$ cat config.mk
export PLATFORM = sky130hd
export DESIGN_NAME = aog_address_operand_generator
export DESIGN_NICKNAME = d
export VERILOG_FILES = /design/src/hdl/aog_pkg.sv /design/src/hdl/aog_address_operand_generator.sv
export SDC_FILE = /design/constraint.sdc
export NUM_CORES = 1
export LEC_CHECK = 0
export BUFFER_PORTS_ARGS = -buffer_cell sky130_fd_sc_hd__clkbuf_2
export CAP_MARGIN = 20
export CORE_ASPECT_RATIO = 2
export CORE_UTILIZATION = 39
export CTS_CLUSTER_SIZE = 16
export DETAILED_ROUTE_END_ITERATION = 8
export PLACE_DENSITY = 0.63
export SLEW_MARGIN = 15
export SYNTH_ARGS = -nofsm -noshare
export SYNTH_HDL_FRONTEND = slang
export SYNTH_SLANG_ARGS = --single-unit
$ cat constraint.sdc
create_clock -name clk_i -period 1.5 [get_ports clk_i]
set_input_delay 0.15 -clock clk_i [delete_from_list [all_inputs] [get_ports clk_i]]
set_output_delay 0.15 -clock clk_i [all_outputs]
set_load 0.02 [all_outputs]
$ cat src/hdl/aog_pkg.sv
// aog_pkg: types and constants of the address and operand generator.
// assumes: one core clock; decoder fields arrive already split out.
package aog_pkg;

	// ==========================================================
	// widths and fixed figures
	localparam int unsigned    AOG_WORD_W     = 32;
	localparam logic [5:0]     AOG_FULL_SHIFT = 6'h20;
	localparam logic [31:0]    AOG_WORD_BYTES = 32'h0000_0004;
	localparam logic [31:0]    AOG_ZERO_WORD  = 32'h0000_0000;

	// ==========================================================
	// procedure selection, one per instruction class
	typedef enum logic [2:0] {
		AOG_SECOND_OPERAND = 3'h0,
		AOG_WORD_BYTE      = 3'h1,
		AOG_HALFWORD       = 3'h2,
		AOG_MULTIPLE       = 3'h3,
		AOG_COPROCESSOR    = 3'h4
	} aog_proc_type;

	// indexing form of single transfers
	typedef enum logic [1:0] {
		AOG_FORM_OFFSET = 2'h0,
		AOG_FORM_PRE    = 2'h1,
		AOG_FORM_POST   = 2'h2
	} aog_form_type;

	// shift kinds of the shifter
	typedef enum logic [2:0] {
		AOG_NO_SHIFT                   = 3'h0,
		AOG_LOGICAL_LEFT_SHIFT         = 3'h1,
		AOG_LOGICAL_RIGHT_SHIFT        = 3'h2,
		AOG_ARITHMETIC_RIGHT_SHIFT     = 3'h3,
		AOG_ROTATE_RIGHT               = 3'h4,
		AOG_ROTATE_RIGHT_THROUGH_CARRY = 3'h5
	} aog_shift_type;

	// multiple transfer sequencing
	typedef enum logic [1:0] {
		AOG_INCREMENT_AFTER  = 2'h0,
		AOG_INCREMENT_BEFORE = 2'h1,
		AOG_DECREMENT_AFTER  = 2'h2,
		AOG_DECREMENT_BEFORE = 2'h3
	} aog_seq_type;

	// stack-type aliases
	typedef enum logic [1:0] {
		AOG_FULL_DESCENDING_STACK  = 2'h0,
		AOG_EMPTY_DESCENDING_STACK = 2'h1,
		AOG_FULL_ASCENDING_STACK   = 2'h2,
		AOG_EMPTY_ASCENDING_STACK  = 2'h3
	} aog_stack_type;

	// ==========================================================
	// request from the decoder
	typedef struct packed {
		logic          valid;
		aog_proc_type  proc;
		aog_form_type  form;
		logic          user;
		logic          add;
		logic          use_reg;
		aog_shift_type shift_kind;
		logic          shift_by_reg;
		logic [4:0]    shift_imm;
		logic [31:0]   imm32;
		logic [11:0]   imm12;
		logic [7:0]    imm8;
		aog_seq_type   seq;
		logic          use_stack;
		aog_stack_type stack;
		logic [4:0]    reg_count;
	} aog_req_type;

	// values from the register file
	typedef struct packed {
		logic [31:0] base;
		logic [31:0] index;
		logic [31:0] shift_reg;
		logic        carry;
	} aog_regs_type;

	// result towards ALU and memory interface
	typedef struct packed {
		logic        valid;
		logic [31:0] operand;
		logic        shift_carry;
		logic [31:0] address;
		logic [31:0] wb_data;
		logic        wb_en;
		logic        user_access;
		logic        form_error;
	} aog_res_type;

endpackage

$ cat src/hdl/aog_address_operand_generator.sv
// aog_address_operand_generator: shifter operand and transfer
// address generation, one registered result per request.
// assumes: decoder supplies split fields, register file supplies
// base, index and shift register values in the request cycle.
`timescale 1ns/10ps

module aog_address_operand_generator
	import aog_pkg::*;
(
	// clock and reset
	input  wire logic         clk_i,
	input  wire logic         resetn_i,
	// request and register values
	input  wire aog_req_type  req_i,
	input  wire aog_regs_type regs_i,
	// registered result
	output aog_res_type       res_o
);

	// ==========================================================
	// shifter
	// result is {carry, value}; amount is a full byte so that
	// register-specified shifts of 32 and above resolve here
	function automatic logic [32:0] shift_op(
		input aog_shift_type kind,
		input logic [31:0]   val,
		input logic [7:0]    amt,
		input logic          cin
	);
		logic [63:0] wide;
		logic [4:0]  rot;
		logic [32:0] res;
		wide = 64'h0000_0000_0000_0000;
		rot  = amt[4:0];
		res  = {cin, val};
		case (kind)
			AOG_LOGICAL_LEFT_SHIFT: begin
				if (amt == 8'h00) begin
					res = {cin, val};
				end else if (amt < 8'h20) begin
					wide = {32'h0000_0000, val} << amt;
					res  = {wide[32], wide[31:0]};
				end else if (amt == 8'h20) begin
					res = {val[0], AOG_ZERO_WORD};
				end else begin
					res = {1'b0, AOG_ZERO_WORD};
				end
			end
			AOG_LOGICAL_RIGHT_SHIFT: begin
				if (amt == 8'h00) begin
					res = {cin, val};
				end else if (amt < 8'h20) begin
					wide = {val, 32'h0000_0000} >> amt;
					res  = {wide[31], wide[63:32]};
				end else if (amt == 8'h20) begin
					res = {val[31], AOG_ZERO_WORD};
				end else begin
					res = {1'b0, AOG_ZERO_WORD};
				end
			end
			AOG_ARITHMETIC_RIGHT_SHIFT: begin
				if (amt == 8'h00) begin
					res = {cin, val};
				end else if (amt < 8'h20) begin
					wide = {{32{val[31]}}, val} >> amt;
					res  = {val[amt[4:0] - 5'h01], wide[31:0]};
				end else begin
					// saturates to the sign for 32 and beyond
					res = {val[31], {32{val[31]}}};
				end
			end
			AOG_ROTATE_RIGHT: begin
				if (amt == 8'h00) begin
					res = {cin, val};
				end else if (rot == 5'h00) begin
					res = {val[31], val};
				end else begin
					wide = {val, val} >> rot;
					res  = {wide[31], wide[31:0]};
				end
			end
			AOG_ROTATE_RIGHT_THROUGH_CARRY: begin
				res = {val[0], cin, val[31:1]};
			end
			default: begin
				res = {cin, val};
			end
		endcase
		return res;
	endfunction

	// ==========================================================
	// immediate shift amount: a field of zero with a right shift
	// means a full 32-bit shift, which the byte amount expresses
	function automatic logic [7:0] imm_amount(
		input aog_shift_type kind,
		input logic [4:0]    imm
	);
		logic [7:0] amt;
		amt = {3'h0, imm};
		if (imm == 5'h00 &&
		    (kind == AOG_LOGICAL_RIGHT_SHIFT ||
		     kind == AOG_ARITHMETIC_RIGHT_SHIFT)) begin
			amt = {2'h0, AOG_FULL_SHIFT};
		end
		return amt;
	endfunction

	// ==========================================================
	// stack alias to sequence; loads and stores share one table
	function automatic aog_seq_type stack_seq(
		input aog_stack_type st
	);
		aog_seq_type s;
		s = AOG_INCREMENT_AFTER;
		case (st)
			AOG_FULL_DESCENDING_STACK:  s = AOG_INCREMENT_AFTER;
			AOG_EMPTY_DESCENDING_STACK: s = AOG_INCREMENT_BEFORE;
			AOG_FULL_ASCENDING_STACK:   s = AOG_DECREMENT_AFTER;
			AOG_EMPTY_ASCENDING_STACK:  s = AOG_DECREMENT_BEFORE;
			default:                    s = AOG_INCREMENT_AFTER;
		endcase
		return s;
	endfunction

	// ==========================================================
	// next-value logic
	aog_res_type res_reg;
	aog_res_type res_next;

	logic [32:0] sh_res;
	logic [7:0]  sh_amt;
	logic [31:0] offset;
	logic [31:0] offset_addr;
	logic [31:0] span;
	logic [31:0] span_minus;
	aog_seq_type seq;

	// shifter input: register byte or immediate amount
	always_comb begin
		if (req_i.shift_by_reg) begin
			sh_amt = regs_i.shift_reg[7:0];
		end else begin
			sh_amt = imm_amount(req_i.shift_kind, req_i.shift_imm);
		end
		sh_res = shift_op(req_i.shift_kind, regs_i.index, sh_amt,
		                  regs_i.carry);
	end

	// offset magnitude per procedure, before the sign
	always_comb begin
		offset = AOG_ZERO_WORD;
		case (req_i.proc)
			AOG_WORD_BYTE: begin
				if (req_i.use_reg) begin
					offset = sh_res[31:0];
				end else begin
					offset = {20'h0_0000, req_i.imm12};
				end
			end
			AOG_HALFWORD: begin
				if (req_i.use_reg) begin
					offset = regs_i.index;
				end else begin
					offset = {24'h00_0000, req_i.imm8};
				end
			end
			AOG_COPROCESSOR: begin
				offset = {22'h00_0000, req_i.imm8, 2'h0};
			end
			default: begin
				offset = AOG_ZERO_WORD;
			end
		endcase
		// sign on the final offset; sums wrap at 32 bits
		if (req_i.add) begin
			offset_addr = regs_i.base + offset;
		end else begin
			offset_addr = regs_i.base - offset;
		end
	end

	// multiple transfer span: four bytes per listed register
	always_comb begin
		span       = {25'h000_0000, req_i.reg_count, 2'h0};
		span_minus = span - AOG_WORD_BYTES;
		if (req_i.use_stack) begin
			seq = stack_seq(req_i.stack);
		end else begin
			seq = req_i.seq;
		end
	end

	// result assembly, one per procedure
	always_comb begin
		res_next             = res_reg;
		res_next.valid       = req_i.valid;
		res_next.wb_en       = 1'b0;
		res_next.form_error  = 1'b0;
		res_next.user_access = 1'b0;
		if (req_i.valid) begin
			res_next.operand     = AOG_ZERO_WORD;
			res_next.shift_carry = regs_i.carry;
			res_next.address     = regs_i.base;
			res_next.wb_data     = regs_i.base;
			case (req_i.proc)
				AOG_SECOND_OPERAND: begin
					if (req_i.use_reg) begin
						res_next.operand     = sh_res[31:0];
						res_next.shift_carry = sh_res[32];
					end else begin
						res_next.operand = req_i.imm32;
					end
				end
				AOG_WORD_BYTE,
				AOG_HALFWORD,
				AOG_COPROCESSOR: begin
					// user variant only on word/byte transfers
					if (req_i.user &&
					    req_i.proc == AOG_WORD_BYTE) begin
						res_next.user_access = 1'b1;
					end
					if (req_i.proc == AOG_WORD_BYTE &&
					    req_i.use_reg) begin
						res_next.shift_carry = sh_res[32];
					end
					case (req_i.form)
						AOG_FORM_PRE: begin
							res_next.address = offset_addr;
							if (req_i.user &&
							    req_i.proc == AOG_WORD_BYTE) begin
								// no pre-indexed user form: flag, no update
								res_next.form_error = 1'b1;
							end else begin
								res_next.wb_data = offset_addr;
								res_next.wb_en   = 1'b1;
							end
						end
						AOG_FORM_POST: begin
							res_next.address = regs_i.base;
							res_next.wb_data = offset_addr;
							res_next.wb_en   = 1'b1;
						end
						AOG_FORM_OFFSET: begin
							res_next.address = offset_addr;
						end
						default: begin
							res_next.form_error = 1'b1;
						end
					endcase
				end
				AOG_MULTIPLE: begin
					// start address is the lowest word transferred
					case (seq)
						AOG_INCREMENT_AFTER: begin
							res_next.address = regs_i.base;
							res_next.wb_data = regs_i.base + span;
						end
						AOG_INCREMENT_BEFORE: begin
							res_next.address = regs_i.base +
							                   AOG_WORD_BYTES;
							res_next.wb_data = regs_i.base + span;
						end
						AOG_DECREMENT_AFTER: begin
							res_next.address = regs_i.base - span_minus;
							res_next.wb_data = regs_i.base - span;
						end
						default: begin
							res_next.address = regs_i.base - span;
							res_next.wb_data = regs_i.base - span;
						end
					endcase
					// decoder gates writeback with its own ! bit
					res_next.wb_en = 1'b1;
				end
				default: begin
					res_next.form_error = 1'b1;
				end
			endcase
		end
	end

	// ==========================================================
	// result register; holds operand, carry, address and wb_data while no request; valid and flags clear
	always_ff @(posedge clk_i or negedge resetn_i) begin
		if (!resetn_i) begin
			res_reg <= '0;
		end else begin
			res_reg <= res_next;
		end
	end

	assign res_o = res_reg;

endmodule

==> results of run 1 <==
[repair_timing]
item / CTS
buffers inserted: 51
pin swaps: 164
setup endpoints to repair: 99
resized for setup: 335
hold buffers: 1
endpoints found under the hold margin: 44
[synth_stat cells (23+ instances only)]
master    number
dfrtp_1      101
o221ai_1      37
or3_1         24
xor2_1        28
mux2_2        24
a211oi_1      41
nor3_1        82
nand3_1       76
ha_1          81
a21o_1        25
and2_1        24
o22ai_1       66
nor2b_1       23
buf_2         31
mux2i_1      100
nand2_1      242
a31oi_1       56
o211ai_1      40
mux4_2        53
inv_1         60
o21ai_0      194
a22oi_1       35
a21oi_1      250
a22o_1        37
clkbuf_1     178
nor4_1        25
nor2_1       294
xnor2_1       67
a221oi_1      41
[stage by stage]
stage / setup slack, ns / TNS (ns) / area, um^2 / hold WS, ns
after CTS: -4.99 / -284.40 / 33200 / 0.0245
after floorplan: -5.19 / -281.59 / 20400 / -0.146
after detailed placement: -5.98 / -372.33 / 31000 / 0.0646
after global placement: -5.89 / -364.67 / 31000 / 0.0625
[layer usage]
layer | GRT usage | overflow
met5 | 0.159 | 1
met4 | 0.838 | 307
met3 | 0.599 | 27
met2 | 1.00 | 735
met1 | 0.752 | 9
[logic make-up after synthesis]
group,count (synthesis),synth area share
AO/OA/AOI/OAI,1080,0.366
AND/OR/NAND/NOR,901,0.211
buffers and inverters,304,0.0641
multiplexers,192,0.136
flip-flops,101,0.127
XOR/XNOR,95,0.0417
adder cells (fa/ha/maj),85,0.0548
==> flow_summary.toml, run 1 <==
[synthesis]
synth_nets = 3022
synth-edff-count = 0
synth_seq_area_share = 0.127
synth_cells = 2758
synth_cell_types = 89
yosysTopAreaCellShare = 0.127
synth_flop_cell = "dfrtp_1"
ys_seq_elements = 101
ys_warn_count = 0
avgSynthCellArea_um2 = 7.24
async_flop_share = 1.00
netlist_area_um2 = 20000
synth_top_cell_by_area = "dfrtp_1"
synth_area_leaders = "dfrtp_1, a21oi_1, mux4_2"

[outcome]
lastStage = "global routing (5_1_grt)"
error = "[ERROR GRT-0116] Global routing finished with congestion. Check the congestion regions in the DRC Viewer."
outcome = "did not finish"

[placement]
hpwlAfterDp_mm = 126
io_buffers = 255
dp_cells = 4638
globalplace.congestion = 1.32

[grt]
grt_max_degree = 99
grt_pass1_vias = 38500
grt-ovfl-total = 1079
grt_pass1_wl_mm = 315
grt_util_all_layers = 0.785

[floorplan]
die_h_um = 322
rows = 117
initial_core_util = 0.393
die_x_um = 162
boundaryPins = 280

[clock_tree]
htree_levels = 3
cts_root_buffer = "clkbuf_16"
numCtsBuffers = 9
clockBufferDepth = 2
clkSinkCount = 101
==> inputs of run 2 (changes only) <==
--- a/config.mk
+++ b/config.mk
@@ -7,11 +7,9 @@
 export LEC_CHECK = 0
 export BUFFER_PORTS_ARGS = -buffer_cell sky130_fd_sc_hd__clkbuf_2
 export CAP_MARGIN = 20
-export CORE_ASPECT_RATIO = 2
-export CORE_UTILIZATION = 39
-export CTS_CLUSTER_SIZE = 16
+export CORE_UTILIZATION = 24
 export DETAILED_ROUTE_END_ITERATION = 8
-export PLACE_DENSITY = 0.63
+export PLACE_DENSITY_LB_ADDON = 0.15
 export SLEW_MARGIN = 15
 export SYNTH_ARGS = -nofsm -noshare
 export SYNTH_HDL_FRONTEND = slang
==> run 2 against run 1 <==
Net effect: the flow now finishes, with violations (negative setup slack); synthesized cell count is the same; area after synthesis is the same.
==> flow_summary.toml, run 2 <==
[critical_path]
crit_slowest_cell = "a221oi_4"
cp_data_arrival_time_ns = 6.87
endpoint_kind = "flop"
r2r_start = "res_o[66]$_DFFE_PN0P_"
critPathTopFamily = "compound AO/OA/AOI/OAI gates"
critical_path_class = "primary input to flop"
path_buf_inv = 5
cpMostUsedCell = "nand2_1"
start_kind = "primary input"
critPathRequiredTime_ns = 1.80
path_max_fanout = 7
critPathMaxStageDelay_ns = 0.39
crit_start = "regs_i[64]"

[clock_tree]
clk_latency_ns = 0.41
clkSinkCount = 101
cts_tree = "built"
clockBufferDepth = 2
htree_levels = 3
numCtsBuffers = 9
cts_root_buffer = "clkbuf_16"
clkTransAtPathRegs_ns = 0.09

[placement]
globalplace.congestion = 1.02
dp_cells = 5087
hpwlAfterDp_mm = 135
place_ws_ns = -5.91
io_buffers = 255

[synthesis]
synth_area_leaders = "dfrtp_1, a21oi_1, mux4_2"
netlist_area_um2 = 20000
synth-edff-count = 0
synth_cells = 2758
synth_cell_types = 89
synth_flop_cell = "dfrtp_1"
yosysTopAreaCellShare = 0.127
synth_nets = 3022
async_flop_share = 1.00
avgSynthCellArea_um2 = 7.24
synth_top_cell_by_area = "dfrtp_1"
ys_seq_elements = 101
yosys-top-cells-count = "nor2_1, a21oi_1, nand2_1"
yosysMostFrequentCell = "nor2_1"
ys_warn_count = 0
synth_seq_area_share = 0.127

[final_layout]
multi_input_area_um2 = 18800
seqCellArea_um2 = 2530
drive_gt1_frac = 0.506
nNetsFinal = 4370
largest_reg_flops = 101
instances_no_fill = 5186
final_cell_mix = "buf_4, nor2_1, clkbuf_2, nand2_1, a21oi_1"
syn2layout_area_growth_pct = 76.6
fillers = 8548
layout_commonest_cell = "buf_4"

[drt]
drc = 0
vias = 30200
ant_nets = 0
drt_pass1_iterations = 6
drt_wl_total_mm = 163
wl_per_cell_um = 31.4
vias_per_cell = 5.82
drt_iter0_drc = 3173

[timing]
fin_ws_ns = -5.07
max_freq_ghz = 0.152
relSlewSlack = 0.529
rsz0062_at_grt = "yes"
period_share = 4.38
min_period_ns = 6.57
tightestPinTransition_ns = 0.699
skew_ns = 0
slew_violations = 0
holdWs_ns = 0.0189
setup-violations-final = 97
hold_viol_final = 0
fin_setup_tns_ns = -296.19

[grt]
grt-ovfl-total = 0
grt_max_degree = 56
antenna_found_initial = 4
grt_util_all_layers = 0.376
grt_pass1_vias = 30400
grt_pass1_wl_mm = 228

[floorplan]
die_x_um = 290
core_area_um2 = 82200
die_area_um2 = 84400
die_h_um = 290
rows = 105
initial_core_util = 0.243
boundaryPins = 280

[power_and_ir_drop]
ir_drop_v = 0.000570
total_power_uw = 24300
cellLeakagePower_uw = 0.0156
power.density_nw_per_um2 = 688

[min_path]
hp-class = "primary input to flop"
min_from = "req_i[31]"

[outcome]
violations = "negative setup slack"
outcome = "finished, violations left"

[flow_run]
cap_violations = 0
-- run 2: cell counts after synthesis --
Identical to the previous run, type by type.
-- run 2: repair_timing --
item	4_1_cts	5_1_grt
setup buffers	56	26
resized for setup	386	166
hold buffers	5	0
pin swaps	90	104
gates cloned	2	0
endpoints found under the hold margin	105	0
setup endpoints to repair	99	99
-- run 2: area by class of cell --
class | count | area share
tap | 1070 | 0.0379
antenna | 5 | 0.000355
clock buffer | 9 | 0.00638
clock inverter | 7 | 0.00195
multi-input combinational | 2353 | 0.533
timing repair buffer | 1579 | 0.342
inverter | 62 | 0.00695
sequential | 101 | 0.0716
-- run 2: through the flow --
stage           util  area (um^2)
6_report       0.429        35300
5_1_grt        0.429        35300
4_1_cts        0.417        34300
3_5_place_dp   0.384        31600
3_3_place_gp   0.384        31600
2_1_floorplan      -        20400
-- run 2: path summary, 6_finish.rpt --
| check | cells past startpoint | endpoint | slack, ns |
|---|---|---|---|
| worst max-delay path | 31 | res_o[34]$_DFFE_PN0P_ | -5.07 |
| worst max register to register | 4 | res_o[66]$_DFFE_PN0P_ | 0.07 |
| worst min-delay path | 3 | res_o[69]$_DFFE_PN0P_ | 0.02 |
| min in group asynchronous | 2 | res_o[38]$_DFFE_PN0P_ | 0.10 |
| worst min register to register | 1 | res_o[78]$_DFFE_PN0P_ | 0.50 |
| max in group asynchronous | 3 | res_o[63]$_DFFE_PN0P_ | 0.86 |
-- run 2: routing by layer --
layer  up-vias  track usage  part of all wire
li1      13400            -                 -
met1     15100        0.454              0.40
met2      1363        0.635              0.47
met3       340       0.0483             0.058
met4         0        0.233             0.072
met5         -            0                 0
-- run 2: where the power goes --
| group | internal, uW | switching (uW) |
|---|---|---|
| Sequential | 3040 | 267 |
| Clock | 1170 | 1460 |
| Combinational | 8280 | 10000 |
| Total | 12500 | 11800 |
-- run 2: kinds of logic after synthesis --
group,count (synthesis),share of synthesized area
AO/OA/AOI/OAI,1080,0.366
AND/OR/NAND/NOR,901,0.211
buffers and inverters,304,0.0641
multiplexers,192,0.136
flip-flops,101,0.127
XOR/XNOR,95,0.0417
adder cells (fa/ha/maj),85,0.0548
-- run 2: worst min-delay path, delay by kind of cell --
family | cells | cell delay [ns]
AO/OA/AOI/OAI | 1 | 0.12
buffers and inverters | 1 | 0.08
multiplexers | 1 | 0.05
Note: power is estimated with default switching activity, not from simulation.
==> inputs of run 3 (changes only) <==
--- a/config.mk
+++ b/config.mk
@@ -5,6 +5,7 @@
 export SDC_FILE = /design/constraint.sdc
 export NUM_CORES = 1
 export LEC_CHECK = 0
+export ABC_AREA = 1
 export BUFFER_PORTS_ARGS = -buffer_cell sky130_fd_sc_hd__clkbuf_2
 export CAP_MARGIN = 20
 export CORE_UTILIZATION = 24
==> constraint.sdc (replaced) <==
create_clock -name clk_i -period 1.5 [get_ports clk_i]
set_input_delay 0.075 -clock clk_i [delete_from_list [all_inputs] [get_ports clk_i]]
set_output_delay 0.075 -clock clk_i [all_outputs]
set_load 0.02 [all_outputs]
==> run 3 against run 2 <==
Net effect: the flow still finishes with violations (negative setup slack); design area rose by 2.2%; worst hold slack got worse by 0.010 ns; global-route usage fell by 6.1 points; via count rose by 2.8%; die area barely moved; critical endpoint is now res_o[66]$_DFFE_PN0P_; highest routed layer is now met5.
==> flow_summary.toml, run 3 <==
[critical_path]
reg2reg_depth = 2
cpMostUsedCell = "nand2_2"
critical_path_class = "primary input to flop"
endpoint_kind = "flop"
critPathMaxStageDelay_ns = 0.37
start_kind = "primary input"
critPathRequiredTime_ns = 1.85
path_depth = 45
path_buf_inv = 8
crit_slowest_cell = "a2111oi_4"
path_max_fanout = 8
critPathTopFamily = "simple AND/OR/NAND/NOR gates"
cp_data_arrival_time_ns = 5.34

[synthesis]
ys_warn_count = 0
synth-edff-count = 0
synth_nets = 3888
yosysTopAreaCellShare = 0.221
synth_seq_area_share = 0.126
synth_flop_cell = "dfrtp_1"
avgSynthCellArea_um2 = 5.52
synth_cells = 3624
netlist_area_um2 = 20000
synth_area_leaders = "nand2_1, dfrtp_1, nand3_1"
async_flop_share = 1.00
yosys-top-cells-count = "nand2_1, nand3_1, nor2_1"
ys_seq_elements = 101
synth_top_cell_by_area = "nand2_1"
yosysMostFrequentCell = "nand2_1"
synth_cell_types = 62

[timing]
period_share = 3.33
skew_ns = 0
min_period_ns = 5.00
setup-violations-final = 97
fin_ws_ns = -3.50
slew_violations = 0
tightestPinTransition_ns = 0.720
max_freq_ghz = 0.200
hold_viol_final = 0
holdWs_ns = 0.00847
rsz0062_at_grt = "yes"
relSlewSlack = 0.518

[placement]
hpwlAfterDp_mm = 113
globalplace.congestion = 1.03
dp_cells = 5914
io_buffers = 255

[floorplan]
die_h_um = 291
boundaryPins = 280
rows = 105
initial_core_util = 0.243
die_x_um = 291
die_area_um2 = 84400
core_area_um2 = 82200

[final_layout]
diodes = 0
seqCellArea_um2 = 2530
fillers = 8843
multi_input_area_um2 = 18500
syn2layout_area_growth_pct = 80.4
final_cell_mix = "buf_4, nand2_1, nand3_1, nor2_1, clkbuf_2"
largest_reg_flops = 101
fin_util = 0.438
layout_commonest_cell = "buf_4"
nNetsFinal = 5254
drive_gt1_frac = 0.438
instances_no_fill = 6065

[drt]
drc = 0
ant_nets = 0
drt_wl_total_mm = 137
drt_iter0_drc = 2552
vias_per_cell = 5.11
drt_pass1_iterations = 6
vias = 31000
wl_per_cell_um = 22.5

[outcome]
outcome = "finished, violations left"
violations = "negative setup slack"

[grt]
antenna_found_initial = 6
grt_pass1_wl_mm = 198
grt-ovfl-total = 0
grt_max_degree = 65
grt_util_all_layers = 0.316
grt_pass1_vias = 30500

[clock_tree]
cts_root_buffer = "clkbuf_16"
numCtsBuffers = 9
clkTransAtPathRegs_ns = 0.09
cts_tree = "built"
clk_latency_ns = 0.40
htree_levels = 3
clkSinkCount = 101
clockBufferDepth = 2

[power_and_ir_drop]
power.density_nw_per_um2 = 649
ir_drop_v = 0.000500
cellLeakagePower_uw = 0.0183

[min_path]
hp-class = "primary input to flop"
min_path_cells = 3

[flow_run]
cap_violations = 0
-- run 3: power breakdown --
| part | leakage [uW] | total, uW | switching (uW) | internal [uW] |
|---|---|---|---|---|
| clock network | 0.000138 | 2540 | 1380 | 1170 |
| logic | 0.0170 | 17600 | 9900 | 7740 |
| registers | 0.00123 | 3230 | 197 | 3030 |
-- run 3: cell type report --
| cell class | count | area share |
|---|---|---|
| Clock buffer | 9 | 0.00625 |
| Timing Repair Buffer | 1555 | 0.341 |
| Multi-Input combinational cell | 3044 | 0.513 |
| Clock inverter | 7 | 0.00184 |
| Tap cell | 1070 | 0.0371 |
| Inverter | 279 | 0.0307 |
| Sequential cell | 101 | 0.0701 |
-- run 3: final timing paths --
path                       slack [ns]                     to                  start
setup reg to reg                 0.61  res_o[21]$_DFFE_PN0P_  res_o[21]$_DFFE_PN0P_
hold / removal                  0.008  res_o[81]$_DFFE_PN0P_              req_i[43]
min in group asynchronous        0.10  res_o[27]$_DFFE_PN0P_               resetn_i
max in group asynchronous        0.83  res_o[67]$_DFFE_PN0P_               resetn_i
setup / recovery                -3.50  res_o[66]$_DFFE_PN0P_              req_i[67]
hold reg to reg                  0.48  res_o[50]$_DFFE_PN0P_  res_o[50]$_DFFE_PN0P_
-- run 3: repair_timing --
item	in CTS	in global routing
setup buffers	76	35
hold endpoints to repair	129	0
cloned	4	2
pin swaps	161	163
hold buffers	29	0
resized for setup	510	259
setup endpoints to repair	98	99
-- run 3: tightest hold or removal path, cell delays in order --
cell,delay [ns]
clkbuf_2,0.12
o21ai_0,0.09
o21ai_1,0.11
-- run 3: stage by stage --
step	area (um^2)	setup TNS [ns]	setup WS, ns	power [uW]
4_1_cts	34700	-209.65	-3.53	22500
3_3_place_gp	31300	-285.10	-4.53	18200
5_1_grt	36100	-224.77	-3.79	24800
6_report	36100	-206.56	-3.50	23400
3_5_place_dp	31300	-288.07	-4.55	18200
2_1_floorplan	20200	-188.48	-3.30	10000
-- run 3: routing by layer --
layer	track usage	vias to the layer above	routed length, um
met2	0.521	1117	62800
li1	-	14900	-
met3	0.0426	274	8090
met4	0.174	8	8350
met1	0.396	14700	57300
met5	0	-	51
-- run 3: cell families after synthesis --
logic type | share of synthesized area
AOI/OAI and AO/OA | 0.203
xor gates and xnor gates | 0.0556
adders and majority gates | 0.0547
buffers and inverters | 0.102
DFF | 0.126
and+or+nand+nor | 0.459
